==> config.mk <==
export PLATFORM = sky130hd
export DESIGN_NAME = plm_top
export DESIGN_NICKNAME = d
export VERILOG_FILES = /design/src/hw/plm_pkg.sv /design/src/hw/plm_top.sv
export SDC_FILE = /design/constraint.sdc
export NUM_CORES = 1
export LEC_CHECK = 0
export BUFFER_PORTS_ARGS = -buffer_cell sky130_fd_sc_hd__buf_2
export CAP_MARGIN = 10
export CORE_ASPECT_RATIO = 0.7
export CORE_MARGIN = 5
export CORE_UTILIZATION = 60
export CTS_BUF_LIST = sky130_fd_sc_hd__clkbuf_2 sky130_fd_sc_hd__clkbuf_4 sky130_fd_sc_hd__clkbuf_8
export DETAILED_ROUTE_END_ITERATION = 10
export PLACE_DENSITY = 0.82
export RECOVER_POWER = 100
export SETUP_SLACK_MARGIN = 0.05
export SYNTH_ARGS = -nofsm -noshare
export SYNTH_HDL_FRONTEND = slang
export SYNTH_SLANG_ARGS = --single-unit
==> constraint.sdc <==
create_clock -name clk_i -period 7.4 [get_ports clk_i]
set_input_delay 0.74 -clock clk_i [delete_from_list [all_inputs] [get_ports clk_i]]
set_output_delay 0.74 -clock clk_i [all_outputs]
set_load 0.03 [all_outputs]
==> src/hw/plm_pkg.sv <==
// Package for the link-mode resolution block: register map, fields, types and timing.
// Assumes a 10 MHz core clock and a plain one-cycle register port.
package plm_pkg;

  localparam int unsigned CLK_HZ          = 10_000_000;
  localparam int unsigned RESTART_TIME_MS = 1200;
  localparam int unsigned RESTART_CYC     = RESTART_TIME_MS * (CLK_HZ / 1000);

  localparam logic [3:0] ADDR_CTRL = 4'h0;
  localparam logic [3:0] ADDR_STAT = 4'h4;
  localparam logic [3:0] ADDR_LPA  = 4'h8;
  localparam logic [3:0] ADDR_ADV  = 4'hC;

  localparam int CTRL_MS_VAL  = 0;
  localparam int CTRL_MS_EN   = 1;
  localparam int CTRL_SPD_HI  = 6;
  localparam int CTRL_DUPLEX  = 8;
  localparam int CTRL_RESTART = 9;
  localparam int CTRL_AN_EN   = 12;
  localparam int CTRL_SPD_LO  = 13;
  localparam int CTRL_SW_RST  = 15;

  localparam logic [15:0] CTRL_RST = 16'h1000;
  localparam logic [15:0] ADV_RST  = 16'h001F;
  localparam logic [15:0] LPA_10H  = 16'h0001;
  localparam logic [15:0] LPA_100H = 16'h0004;

  localparam int ABL_10H   = 0;
  localparam int ABL_10F   = 1;
  localparam int ABL_100H  = 2;
  localparam int ABL_100F  = 3;
  localparam int ABL_1000F = 4;

  typedef enum logic [1:0] {
    SPD_10   = 2'h0,
    SPD_100  = 2'h1,
    SPD_1000 = 2'h2
  } plm_speed_t;

  typedef enum logic [2:0] {
    ST_IDLE  = 3'h0,
    ST_NEG   = 3'h1,
    ST_MS    = 3'h3,
    ST_LINK  = 3'h2,
    ST_FAULT = 3'h6,
    ST_FORCE = 3'h4
  } plm_state_t;

  typedef enum logic [1:0] {
    MS_MASTER = 2'h0,
    MS_SLAVE  = 2'h1,
    MS_FAULT  = 2'h2,
    MS_TIE    = 2'h3
  } plm_ms_t;

  typedef struct packed {
    logic        manual;
    logic        value;
    logic        multiport;
    logic [10:0] seed;
  } plm_ms_cfg_t;

  typedef struct packed {
    logic flp;
    logic mlt3;
    logic nlp;
    logic lost;
  } plm_line_t;

endpackage

==> src/hw/plm_top.sv <==
// Link-mode resolution: parallel detection, gigabit master/slave, forced mode and carrier sense.
// Assumes line indications are already qualified and synchronous to clk_i.
`timescale 1ns/1ps

module plm_top #(
  parameter int unsigned RESTART_CYCLES = plm_pkg::RESTART_CYC
) (
  input  wire logic                 clk_i,
  input  wire logic                 rst_n_i,
  input  wire logic [3:0]           reg_addr_i,
  input  wire logic [15:0]          reg_wdata_i,
  input  wire logic                 reg_wr_i,
  input  wire logic                 reg_rd_i,
  output logic      [15:0]          reg_rdata_o,
  input  wire plm_pkg::plm_line_t   line_i,
  input  wire logic                 lp_code_valid_i,
  input  wire logic [15:0]          lp_code_i,
  input  wire plm_pkg::plm_ms_cfg_t lp_ms_i,
  input  wire logic [10:0]          local_seed_i,
  input  wire logic                 cfg_an_en_i,
  input  wire logic                 cfg_ms_manual_i,
  input  wire logic                 cfg_master_i,
  input  wire logic                 cfg_multiport_i,
  input  wire logic                 pdn_reset_i,
  input  wire logic                 tx_active_i,
  input  wire logic                 rx_active_i,
  output logic                      link_up_o,
  output plm_pkg::plm_speed_t       speed_o,
  output logic                      full_duplex_o,
  output logic                      master_o,
  output logic                      tx_recovered_clk_o,
  output logic                      crs_o,
  output logic                      col_o
);

  // Resolves the gigabit role from both sides' configurations.
  function automatic plm_pkg::plm_ms_t ms_resolve(input plm_pkg::plm_ms_cfg_t loc,
                                                  input plm_pkg::plm_ms_cfg_t rem);
    plm_pkg::plm_ms_t r;
    r = plm_pkg::MS_TIE;
    if (loc.manual && rem.manual && (loc.value == rem.value)) begin
      r = plm_pkg::MS_FAULT;
    end else if (loc.manual) begin
      r = loc.value ? plm_pkg::MS_MASTER : plm_pkg::MS_SLAVE;
    end else if (rem.manual) begin
      r = rem.value ? plm_pkg::MS_SLAVE : plm_pkg::MS_MASTER;
    end else if (loc.multiport != rem.multiport) begin
      r = loc.multiport ? plm_pkg::MS_MASTER : plm_pkg::MS_SLAVE;
    end else if (loc.seed > rem.seed) begin
      r = plm_pkg::MS_MASTER;
    end else if (loc.seed < rem.seed) begin
      r = plm_pkg::MS_SLAVE;
    end
    return r;
  endfunction

  // Picks the highest common ability: {valid, speed, full}.
  function automatic logic [3:0] hcd(input logic [4:0] c);
    logic [3:0] r;
    r = 4'h0;
    if (c[plm_pkg::ABL_1000F]) begin
      r = {1'b1, plm_pkg::SPD_1000, 1'b1};
    end else if (c[plm_pkg::ABL_100F]) begin
      r = {1'b1, plm_pkg::SPD_100, 1'b1};
    end else if (c[plm_pkg::ABL_100H]) begin
      r = {1'b1, plm_pkg::SPD_100, 1'b0};
    end else if (c[plm_pkg::ABL_10F]) begin
      r = {1'b1, plm_pkg::SPD_10, 1'b1};
    end else if (c[plm_pkg::ABL_10H]) begin
      r = {1'b1, plm_pkg::SPD_10, 1'b0};
    end
    return r;
  endfunction

  plm_pkg::plm_state_t  state_q;
  plm_pkg::plm_state_t  state_d;
  logic [23:0]          wait_q;
  logic [15:0]          ctrl_q;
  logic [15:0]          adv_q;
  logic [15:0]          lpa_q;
  logic [15:0]          rdata_q;
  logic                 link_q;
  plm_pkg::plm_speed_t  speed_q;
  logic                 full_q;
  logic                 master_q;
  logic                 lp_an_able_q;
  logic                 pd_fault_q;
  logic                 ms_fault_q;
  logic                 an_done_q;
  logic                 crs_q;
  logic                 col_q;
  logic                 txclk_q;

  logic                 an_en_eff;
  logic                 ctrl_wr;
  logic                 restart_req;
  logic                 sw_rst;
  logic                 stat_rd;
  logic                 code_rx;
  logic [3:0]           hcd_res;
  logic                 go_link_an;
  logic                 go_link_pd;
  logic                 pd_fault_ev;
  logic                 ms_ok;
  logic                 ms_fault_ev;
  logic                 ms_tweak;
  plm_pkg::plm_ms_cfg_t local_ms;
  plm_pkg::plm_ms_t     ms_res;
  plm_pkg::plm_speed_t  force_spd;
  logic                 force_ok;

  assign ctrl_wr     = reg_wr_i && (reg_addr_i == plm_pkg::ADDR_CTRL);
  assign restart_req = ctrl_wr && reg_wdata_i[plm_pkg::CTRL_RESTART];
  assign sw_rst      = ctrl_wr && reg_wdata_i[plm_pkg::CTRL_SW_RST];
  assign stat_rd     = reg_rd_i && (reg_addr_i == plm_pkg::ADDR_STAT);
  assign an_en_eff   = ctrl_q[plm_pkg::CTRL_AN_EN] && cfg_an_en_i;
  assign code_rx     = (state_q == plm_pkg::ST_NEG) && line_i.flp && lp_code_valid_i;
  assign hcd_res     = hcd(adv_q[4:0] & lp_code_i[4:0]);
  assign go_link_an  = code_rx && hcd_res[3] && (hcd_res[2:1] != plm_pkg::SPD_1000);
  assign go_link_pd  = (state_q == plm_pkg::ST_NEG) && !line_i.flp && (line_i.mlt3 ^ line_i.nlp);
  assign pd_fault_ev = (state_q == plm_pkg::ST_NEG) && !line_i.flp && line_i.mlt3 && line_i.nlp;
  assign local_ms = '{manual:    ctrl_q[plm_pkg::CTRL_MS_EN] | cfg_ms_manual_i,
                      value:     ctrl_q[plm_pkg::CTRL_MS_EN] ? ctrl_q[plm_pkg::CTRL_MS_VAL]
                                                             : cfg_master_i,
                      multiport: cfg_multiport_i,
                      seed:      local_seed_i};
  assign ms_res      = ms_resolve(local_ms, lp_ms_i);
  assign ms_ok       = (state_q == plm_pkg::ST_MS) &&
                       ((ms_res == plm_pkg::MS_MASTER) || (ms_res == plm_pkg::MS_SLAVE));
  assign ms_fault_ev = (state_q == plm_pkg::ST_MS) && (ms_res == plm_pkg::MS_FAULT);
  assign ms_tweak    = ctrl_wr && (reg_wdata_i[1:0] != ctrl_q[1:0]);
  assign force_spd   = plm_pkg::plm_speed_t'({ctrl_q[plm_pkg::CTRL_SPD_HI],
                                              ctrl_q[plm_pkg::CTRL_SPD_LO]});
  assign force_ok    = ((force_spd == plm_pkg::SPD_100) && line_i.mlt3) ||
                       ((force_spd == plm_pkg::SPD_10) && line_i.nlp);

  always_comb begin
    state_d = state_q;
    case (state_q)
      plm_pkg::ST_IDLE: begin
        if (wait_q == 24'h0) begin
          state_d = an_en_eff ? plm_pkg::ST_NEG : plm_pkg::ST_FORCE;
        end
      end
      plm_pkg::ST_NEG: begin
        if (!an_en_eff) begin
          state_d = plm_pkg::ST_IDLE;
        end else if (code_rx && hcd_res[3]) begin
          state_d = go_link_an ? plm_pkg::ST_LINK : plm_pkg::ST_MS;
        end else if (go_link_pd) begin
          state_d = plm_pkg::ST_LINK;
        end
      end
      plm_pkg::ST_MS: begin
        if (ms_ok) begin
          state_d = plm_pkg::ST_LINK;
        end else if (ms_fault_ev) begin
          state_d = plm_pkg::ST_FAULT;
        end else begin
          state_d = plm_pkg::ST_NEG;
        end
      end
      plm_pkg::ST_LINK: begin
        if (line_i.lost || !an_en_eff) begin
          state_d = plm_pkg::ST_IDLE;
        end
      end
      plm_pkg::ST_FORCE: begin
        if (an_en_eff) begin
          state_d = plm_pkg::ST_IDLE;
        end
      end
      plm_pkg::ST_FAULT: begin
        if ((wait_q == 24'h0) || ms_tweak) begin
          state_d = plm_pkg::ST_IDLE;
        end
      end
      default: state_d = plm_pkg::ST_IDLE;
    endcase
    if (sw_rst || pdn_reset_i || restart_req) begin
      state_d = plm_pkg::ST_IDLE;
    end
  end

  always_ff @(posedge clk_i or negedge rst_n_i) begin
    if (!rst_n_i) begin
      state_q <= plm_pkg::ST_IDLE;
      wait_q  <= 24'h0;
    end else begin
      state_q <= state_d;
      if (restart_req && !sw_rst && !pdn_reset_i) begin
        wait_q <= RESTART_CYCLES[23:0];
      end else if (sw_rst || pdn_reset_i) begin
        wait_q <= 24'h0;
      end else if (ms_fault_ev) begin
        wait_q <= RESTART_CYCLES[23:0];
      end else if ((wait_q != 24'h0) && (state_q != plm_pkg::ST_FAULT || !ms_tweak)) begin
        wait_q <= wait_q - 24'h1;
      end else begin
        wait_q <= 24'h0;
      end
    end
  end

  always_ff @(posedge clk_i or negedge rst_n_i) begin
    if (!rst_n_i) begin
      ctrl_q <= plm_pkg::CTRL_RST;
      adv_q  <= plm_pkg::ADV_RST;
    end else if (sw_rst) begin
      ctrl_q <= plm_pkg::CTRL_RST;
      adv_q  <= plm_pkg::ADV_RST;
    end else begin
      if (ctrl_wr) begin
        ctrl_q <= reg_wdata_i & ~(16'h8200);
      end
      if (reg_wr_i && (reg_addr_i == plm_pkg::ADDR_ADV)) begin
        adv_q <= {11'h000, reg_wdata_i[4:0]};
      end
    end
  end

  always_ff @(posedge clk_i or negedge rst_n_i) begin
    if (!rst_n_i) begin
      link_q   <= 1'b0;
      speed_q  <= plm_pkg::SPD_10;
      full_q   <= 1'b0;
      master_q <= 1'b0;
    end else if (go_link_an) begin
      link_q   <= 1'b1;
      speed_q  <= plm_pkg::plm_speed_t'(hcd_res[2:1]);
      full_q   <= hcd_res[0];
      master_q <= 1'b0;
    end else if (go_link_pd && (state_d == plm_pkg::ST_LINK)) begin
      link_q   <= 1'b1;
      speed_q  <= line_i.mlt3 ? plm_pkg::SPD_100 : plm_pkg::SPD_10;
      full_q   <= 1'b0;
      master_q <= 1'b0;
    end else if (ms_ok && (state_d == plm_pkg::ST_LINK)) begin
      link_q   <= 1'b1;
      speed_q  <= plm_pkg::SPD_1000;
      full_q   <= 1'b1;
      master_q <= (ms_res == plm_pkg::MS_MASTER);
    end else if ((state_q == plm_pkg::ST_FORCE) && (state_d == plm_pkg::ST_FORCE)) begin
      link_q   <= force_ok;
      speed_q  <= force_ok ? force_spd : plm_pkg::SPD_10;
      full_q   <= ctrl_q[plm_pkg::CTRL_DUPLEX];
      master_q <= 1'b0;
    end else if (state_d != plm_pkg::ST_LINK) begin
      link_q   <= 1'b0;
    end
  end

  always_ff @(posedge clk_i or negedge rst_n_i) begin
    if (!rst_n_i) begin
      lp_an_able_q <= 1'b0;
      pd_fault_q   <= 1'b0;
      ms_fault_q   <= 1'b0;
      an_done_q    <= 1'b0;
      lpa_q        <= 16'h0000;
    end else begin
      if (code_rx) begin
        lpa_q        <= lp_code_i;
        lp_an_able_q <= 1'b1;
      end else if (go_link_pd && (state_d == plm_pkg::ST_LINK)) begin
        lpa_q        <= line_i.mlt3 ? plm_pkg::LPA_100H : plm_pkg::LPA_10H;
        lp_an_able_q <= 1'b0;
      end
      if (pd_fault_ev) begin
        pd_fault_q <= 1'b1;
      end else if (stat_rd) begin
        pd_fault_q <= 1'b0;
      end
      if (ms_fault_ev) begin
        ms_fault_q <= 1'b1;
      end else if (stat_rd) begin
        ms_fault_q <= 1'b0;
      end
      if (state_d == plm_pkg::ST_IDLE) begin
        an_done_q <= 1'b0;
      end else if (state_d == plm_pkg::ST_LINK) begin
        an_done_q <= 1'b1;
      end
    end
  end

  always_ff @(posedge clk_i or negedge rst_n_i) begin
    if (!rst_n_i) begin
      crs_q   <= 1'b0;
      col_q   <= 1'b0;
      txclk_q <= 1'b0;
    end else begin
      crs_q   <= link_q && (speed_q != plm_pkg::SPD_1000) &&
                 (full_q ? rx_active_i : (rx_active_i || tx_active_i));
      col_q   <= link_q && (speed_q != plm_pkg::SPD_1000) && !full_q &&
                 rx_active_i && tx_active_i;
      txclk_q <= link_q && (speed_q == plm_pkg::SPD_1000) && !master_q;
    end
  end

  always_ff @(posedge clk_i or negedge rst_n_i) begin
    if (!rst_n_i) begin
      rdata_q <= 16'h0000;
    end else if (reg_rd_i) begin
      case (reg_addr_i)
        plm_pkg::ADDR_CTRL: rdata_q <= ctrl_q;
        plm_pkg::ADDR_STAT: rdata_q <= {7'h00, an_done_q, ms_fault_q, pd_fault_q,
                                        lp_an_able_q, master_q, full_q, speed_q, link_q};
        plm_pkg::ADDR_LPA:  rdata_q <= lpa_q;
        plm_pkg::ADDR_ADV:  rdata_q <= adv_q;
        default:            rdata_q <= 16'h0000;
      endcase
    end else begin
      rdata_q <= 16'h0000;
    end
  end

  assign reg_rdata_o        = rdata_q;
  assign link_up_o          = link_q;
  assign speed_o            = speed_q;
  assign full_duplex_o      = full_q;
  assign master_o           = master_q;
  assign tx_recovered_clk_o = txclk_q;
  assign crs_o              = crs_q;
  assign col_o              = col_q;
endmodule // plm_top

==> impl_metrics.py <==
metrics = {
    "timing": {
        "max_slew_margin_pct": -28.3,
        "hold_viol": 0,
        "fmax_ghz": 0.236,
        "skew_ps": 8.39,
        "grt_setup_unrepaired": "no",
        "tns_ps": 0,
        "setup_violations": 0,
        "drv_slew": 24,
        "min_period_over_period_pct": 57.4,
        "final.min_clock_period_ps": 4250,
        "worstMarginPinSlew_ps": 1920,
        "layout_setup_ws_ps": 3150,
    },
    "worst_setup_path": {
        "crit_chain": "nor3b_1, nand3_1, a311oi_1, o31ai_1, a31oi_1, o21ai_0",
        "critPathKind": "register to register",
        "cp_top_family": "compound AO/OA/AOI/OAI gates",
        "worstPathRequired_ps": 7570,
        "start_kind": "register",
        "endpoint_kind": "register",
        "crit_path_top_delay_cell": "a31oi_1",
        "timing.critical_path.buf_inv": 0,
        "arrival_ps": 4410,
        "cpPeakStageDelay_ps": 1500,
        "crit_fanout": 23,
    },
    "synth": {
        "synth.most_common_cell": "dfrtp_1",
        "yosysSeqAreaShare_pct": 46.7,
        "synth.top_cells.by_area": "dfrtp_1 43%, nand2_1 6.4%, nor2_1 4.2%",
        "synthCells": 528,
        "synth_common_cells": "84 x dfrtp_1, 82 x nand2_1, 54 x nor2_1, 33 x a21oi_1",
        "synth_edf_count": 0,
        "synth_top_cell_area_share_pct": 43.4,
        "ys_ff_latch": 90,
        "synth.distinct_cells": 56,
        "syn_area_per_cell_sq_um": 9.17,
        "yosys_warnings": 0,
        "synth_area_sq_um": 4840,
        "synth-main-ff-cell": "dfrtp_1",
        "syn_nets": 617,
        "yosys.area.top_type": "dfrtp_1",
        "async_reset_ff_share_pct": 100,
    },
    "final_layout": {
        "final_cell_area_sq_um": 5470,
        "syn2layout_area_growth_pct": 12.9,
        "fill_cells": 645,
        "drive_gt1_share_pct": 17.4,
        "antenna_cells": 0,
        "fin_nets": 704,
    },
    "placement": {
        "place_congestion": 0.926,
        "post-place-ws_ps": 3920,
        "port_buffers": 100,
        "place_area_sq_um": 5360,
        "hpwl_microns": 9080,
    },
    "die": {
        "die_w_microns": 117,
        "pin_count": 101,
        "initial_core_util_pct": 61.5,
        "die_y_microns": 85.2,
        "rows": 27,
        "dieArea_sq_um": 10000,
        "core-area_sq_um": 7870,
    },
    "run": {
        "maxCapViolations": 1,
    },
    "cts": {
        "clock_path_buffers": 2,
        "cts_inserted_buffers": 9,
        "clk_pin_slew_ps": 90,
        "clock_latency_ps": 370,
        "cts_resized": 0,
        "cts_setup_buffers": 0,
        "cts_sinks": 90,
        "hold_buffers": 0,
        "cts-root-buf": "clkbuf_8",
        "cts_tree": "done",
        "h-tree-depth": 3,
    },
    "power": {
        "ir_worst_vdd_v": 0.000236,
        "p_leak_uw": 0.00262,
        "power_density_nw_per_um2": 291,
    },
    "global_routing": {
        "grt_max_degree": 87,
        "grt_pass1_vias": 4315,
        "grt_pass1_wl_microns": 20600,
        "grt_usage_pct": 25.1,
        "overflow": 0,
        "antenna_found_initial": 0,
    },
    "routing": {
        "vias": 4290,
        "initialDrtViolationCount": 404,
        "wl_per_cell_microns": 17.0,
        "drc": 0,
        "viasPerCell": 5.95,
        "drt-total-wl_microns": 12300,
        "ant_nets": 0,
        "dr.pass1.iters": 5,
    },
    "run_status": {
        "violations": "max-capacitance violations, max-slew violations",
        "status": "finished, violations left",
    },
    "worst_hold_path": {
        "hold_path.class": "input pin to asynchronous set/reset pin",
    },
}
[where the power goes]
group | switching, uW | internal, uW | leakage, uW
clock | 178 | 121 | 0.0000891
sequential | 111 | 612 | 0.00120
combinational | 327 | 245 | 0.00132
[kinds of logic (layout without fill, tap and decap cells)]
logic type / Yosys count / count (layout) / synth area share, %
DFF: 90 / 90 / 46.7
xor gates and xnor gates: 23 / 23 / 4.16
and+or+nand+nor: 238 / 238 / 24.3
muxes: 17 / 17 / 3.54
AOI/OAI and AO/OA: 106 / 106 / 14.6
buffers and inverters: 42 / 134 / 3.72
adders and majority gates: 12 / 12 / 3.10
[sequential cells by signal, indices dropped and copies added (netlist names), 2 cells and up]
signal and count:
adv_q 5, lpa_q 16, reg_rdata_o 16, wait_q 24, state_q 3, speed_o 2, ctrl_q 14
[cells in the final DEF, fill, tap and decap left out, drive strengths merged, types with 2 or more instances in the layout]
cell / Yosys / layout
o31ai: 5 / 5
ha: 12 / 12
dfstp: 6 / 6
nand3: 13 / 13
buf: 3 / 75
o22ai: 3 / 3
nand4b: 2 / 2
clkinv: 0 / 5
xnor2: 9 / 9
nand2b: 22 / 22
nor2b: 4 / 4
a21oi: 33 / 33
or4: 8 / 8
nor4: 6 / 6
nor2: 54 / 54
xor2: 14 / 14
and3: 5 / 5
nor3b: 2 / 2
nand4: 3 / 3
o31a: 2 / 2
a22oi: 3 / 3
inv: 17 / 18
a221oi: 5 / 5
or3: 4 / 4
a211oi: 6 / 6
nand2: 82 / 82
nand3b: 5 / 5
and3b: 2 / 2
or2: 2 / 2
mux2i: 16 / 16
clkbuf: 22 / 35
a32o: 2 / 2
dfrtp: 84 / 84
nor4b: 3 / 3
and2: 3 / 3
o21ai: 36 / 36
nor3: 15 / 15
[per-layer routing]
layer	track usage [%]	vias to the layer above	routed length, microns
li1	-	2010	-
met5	0	-	0
met4	8.22	0	223
met3	7.13	27	1160
met2	39.8	220	5630
met1	33.7	2033	5270
[final timing paths]
| kind | depth (start not counted) | slack, ps | end | startpoint |
|---|---|---|---|---|
| max in group asynchronous | 2 | 5880 | wait_q[19]$_DFF_PN0_ | rst_n_i |
| worst min-delay path | 1 | 190 | reg_rdata_o[2]$_DFF_PN0_ | rst_n_i |
| worst min register to register | 2 | 490 | ctrl_q[4]$_DFFE_PN0P_ | ctrl_q[4]$_DFFE_PN0P_ |
| worst max register to register | 6 | 3150 | lpa_q[1]$_DFFE_PN0P_ | state_q[0]$_DFF_PN0_ |
| min in group clk_i | 2 | 490 | ctrl_q[4]$_DFFE_PN0P_ | ctrl_q[4]$_DFFE_PN0P_ |
| worst max-delay path | 6 | 3150 | lpa_q[1]$_DFFE_PN0P_ | state_q[0]$_DFF_PN0_ |
[worst reg2reg max path, cell delays in order, from the launching register on]
cell	delay (ps)
dfrtp_1	520
nor3b_1	330
nand3_1	620
a311oi_1	620
o31ai_1	170
a31oi_1	1500
o21ai_0	310
[layout make-up]
type                            instances  area (sq um)  share of cell area, %
Multi-Input combinational cell        396          2380                   43.4
Clock buffer                            9           124                   2.26
Clock inverter                          7          45.0                  0.823
Sequential cell                        90          2260                   41.3
Tap cell                              101           126                   2.31
Timing Repair Buffer                  101           475                   8.69
Inverter                               17          63.8                   1.17
[per-stage QoR]
stage	hold WS, ps	power [uW]	cells	utilization (%)
final	193	1590	721	69.5
after global routing	207	1710	721	69.5
after CTS	133	1610	721	70.3
after detailed placement	472	1310	705	68.1
after global placement	465	1280	705	68.1
after floorplan	440	1160	528	-
Power figures use the tool's default switching activity.
